$ cat src/rtl/bus_hold_params.svh
`ifndef BUS_HOLD_PARAMS_SVH
`define BUS_HOLD_PARAMS_SVH
// Half a machine cycle in input clocks (half period of the clock output)
`define MC_HALF_CYCLES 4'h2
`define MC_CNT_RESET 4'h0
// Clock output level at reset
`define MC_CLK_RESET 1'b0
`endif

$ cat src/rtl/bus_hold_pkg.sv
package bus_hold_pkg;
	// Hold arbitration states
	typedef enum logic [1:0] {
		ST_RUN = 2'b00,
		ST_DRAIN = 2'b01,
		ST_HOLD = 2'b10
	} hold_state_e;
	// Pin pair for a tristate output
	typedef struct packed {
		logic dout;
		logic oe;
	} pin_drive_s;
endpackage : bus_hold_pkg

$ cat src/rtl/external_bus_hold_and_strobe.sv
`timescale 1ns/1ps
`include "bus_hold_params.svh"
// Overview of operation
// - A low tristate pin floats the strobe, select, acknowledge and clock output pins.
// - The I/O strobe only follows CPU I/O accesses, never DMA ones.
// - In host-port mode the strobe pin carries general I/O bit three or the timer output.
// - With the mode pin low the select pin is an input choosing the addressed subsystem.
// - With the mode pin high the select pin drives program address bit eighteen.
// - Hold acknowledge is asserted only while in hold with the bus lines released.
// - The clock output toggles at machine-cycle rate, each cycle bounded by falling edges.
// - Setting the clock output disable bit stops driving the clock output.
module external_bus_hold_and_strobe
	import bus_hold_pkg::*;
(
	input wire logic mclk_in,
	input wire logic rst_n_in,
	input wire logic emulation_tristate_pin_n_in,
	input wire logic hold_req_n_in,
	input wire logic external_io_mode_pin_in,
	input wire logic subsystem_select_in,
	input wire logic clock_output_disable_in,
	input wire logic host_port_mode_in,
	input wire logic timer_sel_in,
	input wire logic general_io_bit_three_in,
	input wire logic timer_output_in,
	input wire logic cpu_io_access_in,
	input wire logic dma_io_access_in,
	input wire logic bus_busy_in,
	input wire logic program_address_bit_eighteen_in,
	output logic io_space_strobe_n_out,
	output logic io_space_strobe_oe_out,
	output logic subsystem_select_out,
	output logic subsystem_select_oe_out,
	output logic subsystem_select_sync_out,
	output logic bus_release_ack_n_out,
	output logic bus_release_ack_oe_out,
	output logic bus_lines_release_out,
	output logic machine_cycle_clock_out,
	output logic machine_cycle_clock_oe_out
);
	// ==========================================================
	// Pin synchronisers
	logic [1:0] off_s_r, hold_s_r, xio_s_r, sel_s_r;
	always_ff @(posedge mclk_in) begin
		if (!rst_n_in) begin
			off_s_r <= 2'h3;
			hold_s_r <= 2'h3;
			xio_s_r <= 2'h0;
			sel_s_r <= 2'h0;
		end else begin
			off_s_r <= {off_s_r[0], emulation_tristate_pin_n_in};
			hold_s_r <= {hold_s_r[0], hold_req_n_in};
			xio_s_r <= {xio_s_r[0], external_io_mode_pin_in};
			sel_s_r <= {sel_s_r[0], subsystem_select_in};
		end
	end
	logic off_n, hold_req, external_io_mode_pin;
	assign off_n = off_s_r[1];
	assign hold_req = ~hold_s_r[1];
	assign external_io_mode_pin = xio_s_r[1];

	// ==========================================================
	// Machine clock
	logic mc_level, mc_start;
	machine_clock_div u_div (
		.mclk_in(mclk_in),
		.rst_n_in(rst_n_in),
		.mc_level_out(mc_level),
		.mc_start_out(mc_start)
	);

	// ==========================================================
	// Hold arbitration
	hold_state_e state_r, state_nxt;
	// Waiting for the bus to go idle keeps the strobe pin driven until the transfer ends; the strobe level is cut once draining starts
	always_comb begin
		state_nxt = state_r;
		case (state_r)
			ST_RUN: if (hold_req) state_nxt = ST_DRAIN;
			ST_DRAIN: begin
				if (!hold_req) state_nxt = ST_RUN;
				else if (!bus_busy_in) state_nxt = ST_HOLD;
			end
			ST_HOLD: if (!hold_req) state_nxt = ST_RUN;
			default: state_nxt = ST_RUN;
		endcase
	end
	always_ff @(posedge mclk_in) begin
		if (!rst_n_in) state_r <= ST_RUN;
		else state_r <= state_nxt;
	end
	// Acknowledge and release move together in hold; release also rises while the tristate pin is low
	always_ff @(posedge mclk_in) begin
		if (!rst_n_in) begin
			bus_release_ack_n_out <= 1'b1;
			bus_release_ack_oe_out <= 1'b0;
			bus_lines_release_out <= 1'b0;
		end else begin
			bus_release_ack_n_out <= ~(state_nxt == ST_HOLD);
			bus_release_ack_oe_out <= off_n;
			bus_lines_release_out <= (state_nxt == ST_HOLD) | ~off_n;
		end
	end

	// ==========================================================
	// Strobe and select pins
	always_ff @(posedge mclk_in) begin
		if (!rst_n_in) begin
			io_space_strobe_n_out <= 1'b1;
			io_space_strobe_oe_out <= 1'b0;
			subsystem_select_out <= 1'b0;
			subsystem_select_oe_out <= 1'b0;
			subsystem_select_sync_out <= 1'b0;
		end else begin
			if (host_port_mode_in)
				io_space_strobe_n_out <= timer_sel_in ? timer_output_in : general_io_bit_three_in;
			else // DMA I/O space never reaches the pin
				io_space_strobe_n_out <= ~(cpu_io_access_in & (state_r == ST_RUN));
			// A DMA request is simply ignored here
			io_space_strobe_oe_out <= off_n & (host_port_mode_in | state_nxt != ST_HOLD);
			subsystem_select_out <= program_address_bit_eighteen_in;
			subsystem_select_oe_out <= off_n & external_io_mode_pin & (state_nxt != ST_HOLD);
			subsystem_select_sync_out <= external_io_mode_pin ? 1'b0 : sel_s_r[1];
		end
	end

	// ==========================================================
	// Clock output pin
	always_ff @(posedge mclk_in) begin
		if (!rst_n_in) begin
			machine_cycle_clock_out <= `MC_CLK_RESET;
			machine_cycle_clock_oe_out <= 1'b0;
		end else begin
			machine_cycle_clock_out <= mc_level;
			machine_cycle_clock_oe_out <= off_n & ~clock_output_disable_in;
		end
	end

	// ==========================================================
	// Checks
	tristate_all_a: assert property (@(posedge mclk_in) disable iff (!rst_n_in)
		!off_n |=> !io_space_strobe_oe_out && !bus_release_ack_oe_out
		&& !machine_cycle_clock_oe_out && !subsystem_select_oe_out)
		else $error("pins driven while tristate low");
	dma_no_strobe_a: assert property (@(posedge mclk_in) disable iff (!rst_n_in)
		!host_port_mode_in && !cpu_io_access_in |=> io_space_strobe_n_out)
		else $error("strobe without cpu access");
	host_strobe_mux_a: assert property (@(posedge mclk_in) disable iff (!rst_n_in)
		host_port_mode_in && !timer_sel_in |=> io_space_strobe_n_out == $past(general_io_bit_three_in))
		else $error("strobe pin not carrying io bit");
	select_input_a: assert property (@(posedge mclk_in) disable iff (!rst_n_in)
		!external_io_mode_pin |=> !subsystem_select_oe_out)
		else $error("select driven in host mode");
	select_addr_a: assert property (@(posedge mclk_in) disable iff (!rst_n_in)
		external_io_mode_pin && off_n && state_nxt != ST_HOLD |=> subsystem_select_oe_out
		&& subsystem_select_out == $past(program_address_bit_eighteen_in))
		else $error("address bit not driven");
	ack_only_hold_a: assert property (@(posedge mclk_in) disable iff (!rst_n_in)
		!bus_release_ack_n_out |-> state_r == ST_HOLD && bus_lines_release_out)
		else $error("ack outside hold");
	drain_first_a: assert property (@(posedge mclk_in) disable iff (!rst_n_in)
		state_r == ST_RUN && hold_req |=> bus_release_ack_n_out)
		else $error("hold entered without drain");
	release_ack_a: assert property (@(posedge mclk_in) disable iff (!rst_n_in)
		state_r == ST_HOLD && !hold_req |=> bus_release_ack_n_out)
		else $error("ack held after request dropped");
	clk_toggle_a: assert property (@(posedge mclk_in) disable iff (!rst_n_in)
		$rose(machine_cycle_clock_out) |=> machine_cycle_clock_out ##1 !machine_cycle_clock_out)
		else $error("clock output half period wrong");
	clk_disable_a: assert property (@(posedge mclk_in) disable iff (!rst_n_in)
		clock_output_disable_in |=> !machine_cycle_clock_oe_out)
		else $error("clock output driven while disabled");

	// ==========================================================
	// Further checks on the quieter paths
	// A lone DMA access must leave the strobe pin idle
	dma_ignored_a: assert property (@(posedge mclk_in) disable iff (!rst_n_in)
		!host_port_mode_in && dma_io_access_in && !cpu_io_access_in
		|=> io_space_strobe_n_out)
		else $error("strobe pulsed by dma access");
	timer_strobe_a: assert property (@(posedge mclk_in) disable iff (!rst_n_in)
		host_port_mode_in && timer_sel_in
		|=> io_space_strobe_n_out == $past(timer_output_in))
		else $error("strobe pin not carrying timer output");
	host_strobe_oe_a: assert property (@(posedge mclk_in) disable iff (!rst_n_in)
		off_n && host_port_mode_in
		|=> io_space_strobe_oe_out)
		else $error("io bit pin not driven in host mode");
	// Select input is only passed on while the mode pin picks the host port
	select_idle_a: assert property (@(posedge mclk_in) disable iff (!rst_n_in)
		external_io_mode_pin
		|=> !subsystem_select_sync_out)
		else $error("select input passed on in memory mode");
	select_follow_a: assert property (@(posedge mclk_in) disable iff (!rst_n_in)
		!external_io_mode_pin
		|=> subsystem_select_sync_out == $past(sel_s_r[1]))
		else $error("select input not passed on in host mode");
	// Entering hold outside host-port mode must float every bus line this block owns
	hold_float_a: assert property (@(posedge mclk_in) disable iff (!rst_n_in)
		state_nxt == ST_HOLD && !host_port_mode_in
		|=> !io_space_strobe_oe_out && !subsystem_select_oe_out && bus_lines_release_out)
		else $error("bus line driven in hold");
	busy_wait_a: assert property (@(posedge mclk_in) disable iff (!rst_n_in)
		state_r == ST_DRAIN && bus_busy_in
		|=> bus_release_ack_n_out)
		else $error("ack given during busy transfer");
	// A request withdrawn while draining returns to normal running
	drain_abort_a: assert property (@(posedge mclk_in) disable iff (!rst_n_in)
		state_r == ST_DRAIN && !hold_req
		|=> bus_release_ack_n_out && state_r == ST_RUN)
		else $error("drain not aborted after request dropped");
	clk_enable_a: assert property (@(posedge mclk_in) disable iff (!rst_n_in)
		off_n && !clock_output_disable_in
		|=> machine_cycle_clock_oe_out)
		else $error("clock output not driven while enabled");
	cycle_start_a: assert property (@(posedge mclk_in) disable iff (!rst_n_in)
		mc_start
		|=> !machine_cycle_clock_out && $past(machine_cycle_clock_out))
		else $error("cycle start not on falling clock edge");
	ack_float_a: assert property (@(posedge mclk_in) disable iff (!rst_n_in)
		off_n
		|=> bus_release_ack_oe_out)
		else $error("ack pin floated while tristate high");
endmodule : external_bus_hold_and_strobe

$ cat src/rtl/machine_clock_div.sv
`timescale 1ns/1ps
`include "bus_hold_params.svh"
// Divider producing the machine-cycle clock level and cycle-start enable
module machine_clock_div
	import bus_hold_pkg::*;
(
	input wire logic mclk_in,
	input wire logic rst_n_in,
	output logic mc_level_out,
	output logic mc_start_out
);
	logic [3:0] cnt_r;
	// Half-period counter; cycle starts when the level falls
	always_ff @(posedge mclk_in) begin
		if (!rst_n_in) begin
			cnt_r <= `MC_CNT_RESET;
			mc_level_out <= `MC_CLK_RESET;
			mc_start_out <= 1'b0;
		end else if (cnt_r == `MC_HALF_CYCLES - 4'h1) begin
			cnt_r <= `MC_CNT_RESET;
			mc_level_out <= ~mc_level_out;
			mc_start_out <= mc_level_out;
		end else begin
			cnt_r <= cnt_r + 4'h1;
			mc_start_out <= 1'b0;
		end
	end
endmodule : machine_clock_div

$ cat config.mk
export PLATFORM = sky130hd
export DESIGN_NAME = external_bus_hold_and_strobe
export DESIGN_NICKNAME = d
export VERILOG_FILES = /design/src/rtl/bus_hold_pkg.sv /design/src/rtl/external_bus_hold_and_strobe.sv /design/src/rtl/machine_clock_div.sv
export VERILOG_INCLUDE_DIRS = /design/src /design/src/rtl
export SDC_FILE = /design/constraint.sdc
export NUM_CORES = 1
export LEC_CHECK = 0
export ABC_AREA = 1
export ABC_CLOCK_PERIOD_IN_PS = 1700
export BUFFER_PORTS_ARGS = -buffer_cell sky130_fd_sc_hd__buf_2
export CORE_UTILIZATION = 32
export CTS_BUF_LIST = sky130_fd_sc_hd__clkbuf_8
export CTS_CLUSTER_DIAMETER = 40
export DETAILED_ROUTE_END_ITERATION = 8
export MAX_ROUTING_LAYER = met4
export PLACE_DENSITY = 0.55
export SKIP_LAST_GASP = 1
export SLEW_MARGIN = 15
export SYNTH_ARGS = -nofsm -noshare
export SYNTH_HDL_FRONTEND = slang
export SYNTH_SLANG_ARGS = --single-unit
$ cat constraint.sdc
create_clock -name mclk_in -period 1.7 [get_ports mclk_in]
set_input_delay 0.085 -clock mclk_in [delete_from_list [all_inputs] [get_ports mclk_in]]
set_output_delay 0.085 -clock mclk_in [all_outputs]
set_load 0.05 [all_outputs]
======== Yosys cells after proc, flatten, opt, wreduce, memory -nomap -nowiden ========
Index checks and enable logic that the tools add are counted.
word-level totals
  register bits after elaboration ......... 25
  logic and storage cells ................. 46
cells by class
  add/subtract/negate cells ............... 1
  equality and inequality tests ........... 5
  muxes and demuxes ....................... 7
  bitwise operators ....................... 13
  reduce and logical (&&, ||, !) cells .... 3
operators by type and width
  operator             number
  $mux 2               4
  $not 1->1            6
  $pmux 2 s3           1
  $and 1x1->1          5
  $add 4x1->4 const B  1
  $eq 2x2->1 const B   2
  $eq 4x1->1 const B   1
  $reduce_or 2->1      2
  $eq 2x1->1 const B   1
  $logic_not 2->1      1
  $mux 1               2
  $ne 2x2->1 const B   1
  $or 1x1->1           2

======== Depth between registers and ports, before layout ========
  depth after elaboration ................. 6
  gate-level depth with buffers ........... 6
  depth with buffers taken out ............ 6

======== By module ========
Synthesis repeated with hierarchy kept, for this count alone.
second synthesis, totals
  cell total of the unflattened synthesis .. 95
  area total of the unflattened synthesis .. 874.6 um^2
by module, submodules not included
  module                        times used  cells an instance  area each (um^2)  seq. area each (um^2)
  external_bus_hold_and_strobe  1           67                 630.6             400.4
  machine_clock_div             1           28                 244.0             120.1

======== Least setup slack after synthesis ========
OpenSTA, ideal clock, no wires.
  path type ............................... register to register
  start ................................... register u_div.cnt_r[0]
  end ..................................... register u_div.cnt_r[0]
  library setup time ...................... 0.119 ns
  data arrival time ....................... 0.835 ns
  data required time ...................... 1.581 ns
  path slack .............................. 0.746 ns
  stages on the path, launching flop included .. 5
  path buffers ............................ 0
  cell sequence ........................... dfxtp_1 > ha_1 > nand2_1 > o21ai_2 > nor2_1
between the ends
  word-level cells in the longest chain between the ends .. 2
  elaborated cells between the ends (all ways) .. 3
  classes of those cells .................. 1 x add/sub; 1 x eq/ne; 1 x reduce/logical
RTL lines
  item                                                 line                     text
  start: declaration                                   machine_clock_div.sv:12  logic [3:0] cnt_r;
  start signal: assignment                             machine_clock_div.sv:16  cnt_r <= `MC_CNT_RESET;
  start signal: assignment                             machine_clock_div.sv:20  cnt_r <= `MC_CNT_RESET;
  start signal: assignment                             machine_clock_div.sv:24  cnt_r <= cnt_r + 4'h1;
  branches (longest 2 deep; another with $add 4x1->4)  -
Parallel ways; which one is timed is not known.
A chain may end at the register's enable or synchronous reset.

======== Worst setup path in the final report ========
  start ................................... register u_div.cnt_r[0]
  end ..................................... register u_div.cnt_r[2]
Same word-level chain as after synthesis.

==> impl_metrics.json <==
{
  "wl_met3_um": 100,
  "drc": 0,
  "wl_met2_um": 570,
  "layout-drive-gt1-share_pct": 32.8,
  "highest_layer": "met3",
  "grt_pass1_wl_um": 2080,
  "p_per_area_mw_per_mm2": 1050,
  "firstDrtPassIters": 4,
  "antennaDiodeCount": 0,
  "synth_nets": 108,
  "io_pins": 25,
  "start_util_pct": 33.8,
  "synthDistinctLibCells": 17,
  "die_area_sq_mm": 0.00280,
  "grt_max_degree": 15,
  "rows": 18,
  "ys_seq_area_share_pct": 60.3,
  "cp.arrival_ns": 1.22,
  "fmax_mhz": 939,
  "slew_violations": 0,
  "drt_iter0_drc": 9,
  "worst_pin_slew_ns": 0.241,
  "synth_seq_cells": 25,
  "wl_per_cell_um": 8.20,
  "critPathMaxFanout": 5,
  "gr-total-overflow": 0,
  "layout.nets": 140,
  "endpoint_kind": "flip-flop",
  "tns_ns": 0,
  "syn_inst": 91,
  "utilization_pct": 43.6,
  "worstSetupPathType": "reg -> reg",
  "dp_cells": 143,
  "hpwl_um": 881,
  "cts_buffers": 3,
  "crit_chain": "ha_1 > nand2_1 > o21ai_2 > nor2_1",
  "power_leakage_nw": 0.536,
  "min_path_cells": 3,
  "die_h_um": 52.9,
  "min_period_ns": 1.07,
  "drv_cap": 0,
  "hold_class": "in -> reg",
  "reg2reg_depth": 4,
  "hold_viol": 0,
  "required_ns": 1.86,
  "viasPerCell": 4.05,
  "layoutNonFillerInstCount": 152,
  "clock_path_buffers": 2,
  "antenna_found_initial": 0,
  "ant_nets": 0,
  "avgSynthCellArea_sq_um": 9.12,
  "routabilityCongestion": 0.627,
  "min_period_over_period_pct": 62.7,
  "die_x_um": 52.9,
  "vias": 616,
  "syn_to_final_growth_pct": 29.1,
  "max_stage_delay_ns": 0.40,
  "grt_setup_unrepaired": "false",
  "groute.usage.overall_pct": 11.1,
  "cts_resized": 0,
  "vdd_drop_max_v": 0.000774,
  "synth_area_sq_um": 830,
  "cts-root-buf": "clkbuf_8",
  "wl_um": 1250,
  "setup_viol": 0,
  "first_global_vias": 536,
  "io_buffers": 23,
  "hold-worst-slack_ns": 0.0298,
  "clkTransAtPathRegs_ns": 0.08,
  "cp-start-kind": "flip-flop",
  "wl_met1_um": 576,
  "yosys_warnings": 0,
  "clk_latency_ns": 0.27,
  "cts_tree": "built",
  "numClockSinks": 25,
  "skew_ns": 0.00371,
  "cp_slowest_cell": "dfxtp_1",
  "outcome": "finished, final reports clean",
  "core-area_sq_mm": 0.00245,
  "htreeDepth": 1,
  "relSlewSlack_pct": 83.9
}
==> placed cells by master (no fill, tap or decap) <==
| master | n |
|---|---|
| dfxtp_1 | 25 |
| buf_2 | 23 |
| nand2_1 | 18 |
| inv_1 | 14 |
| nor2_1 | 8 |
| nand3_1 | 5 |
| dlygate4sd3_1 | 5 |
| or2_2 | 4 |
| a21oi_2 | 3 |
| clkbuf_8 | 3 |
| inv_2 | 2 |
| nand2_2 | 2 |
| a21oi_1 | 2 |
| ha_1 | 2 |
| nor2_4 | 1 |
| nand4_1 | 1 |
| o21ai_2 | 1 |
| nor3_1 | 1 |
| xnor2_1 | 1 |
| clkinv_2 | 1 |
==> kinds of logic after synthesis <==
logic type / after synthesis / synth area share [%]
compound gates: 6 / 5.43
xor+xnor: 1 / 1.06
fa+ha+maj: 2 / 3.02
buf+inv: 17 / 8.15
flops: 25 / 60.3
simple gates: 40 / 22.0
==> power breakdown <==
part | switching (mW) | internal, mW
clock | 0.178 | 0.164
combinational | 0.0881 | 0.0524
sequential | 0.0186 | 0.619
==> worst paths after layout <==
| kind | startpoint | endpoint | slack (ns) |
|---|---|---|---|
| max | u_div.cnt_r[0] | u_div.cnt_r[2] | 0.63 |
| min | external_io_mode_pin_in | xio_s_r[0] | 0.03 |
| max reg2reg | u_div.cnt_r[0] | u_div.cnt_r[2] | 0.63 |
| min reg2reg | off_s_r[0] | off_s_r[1] | 0.41 |
==> layout make-up <==
| class | instances | area [sq um] |
|---|---|---|
| multi-input cells | 49 | 262 |
| clock inverters | 1 | 5.00 |
| well taps | 30 | 37.5 |
| fillers | 255 | 1380 |
| repair buffers | 28 | 165 |
| clock buffers | 3 | 41.3 |
| flip-flops and latches | 25 | 500 |
| inverters | 16 | 60.1 |
==> worst max-delay path: cells and delay by family (launching register included) <==
kind | cells | cell delay (ns)
flip-flops | 1 | 0.40
adder cells (fa/ha/maj) | 1 | 0.21
AO/OA/AOI/OAI | 1 | 0.21
AND/OR/NAND/NOR | 2 | 0.14
==> layer usage <==
layer	track usage, %	vias up
met3	6.03	0
met5	-	-
met4	3.95	0
met2	19.2	21
met1	10.4	259
li1	-	336
==> state kept, by name, indices dropped and copies added (netlist names), 2 cells and up <==
register,cells
hold_s_r,2
off_s_r,2
sel_s_r,2
state_r,2
u_div.cnt_r,4
xio_s_r,2
==> cell usage after synthesis (all sizes together) <==
| library cell | n | area, sq um |
|---|---|---|
| a21oi | 5 | 36.3 |
| nand3 | 5 | 25.0 |
| inv | 16 | 60.1 |
| dfxtp | 25 | 500 |
| o21ai | 1 | 8.76 |
| nand2 | 20 | 80.1 |
| nand4 | 1 | 6.26 |
| xnor2 | 1 | 8.76 |
| ha | 2 | 25.0 |
| buf | 1 | 7.51 |
| nor3 | 1 | 5.00 |
| or2 | 4 | 25.0 |
| nor2 | 9 | 41.3 |
==> metrics by stage <==
stage	total power, mW	area, sq um	worst slack, ns
after floorplan	0.748	830	0.746
after global placement	0.782	975	0.673
after detailed placement	0.786	975	0.640
after CTS	1.14	1060	0.629
after global routing	1.18	1070	0.531
final	1.12	1070	0.635
==> repair_timing <==
| action | CTS | global route |
|---|---|---|
| buffers inserted | 0 | 0 |
| endpoints found under the hold margin | 4 | 1 |
| hold buffers | 4 | 1 |
(Power assumes the default switching activity.)
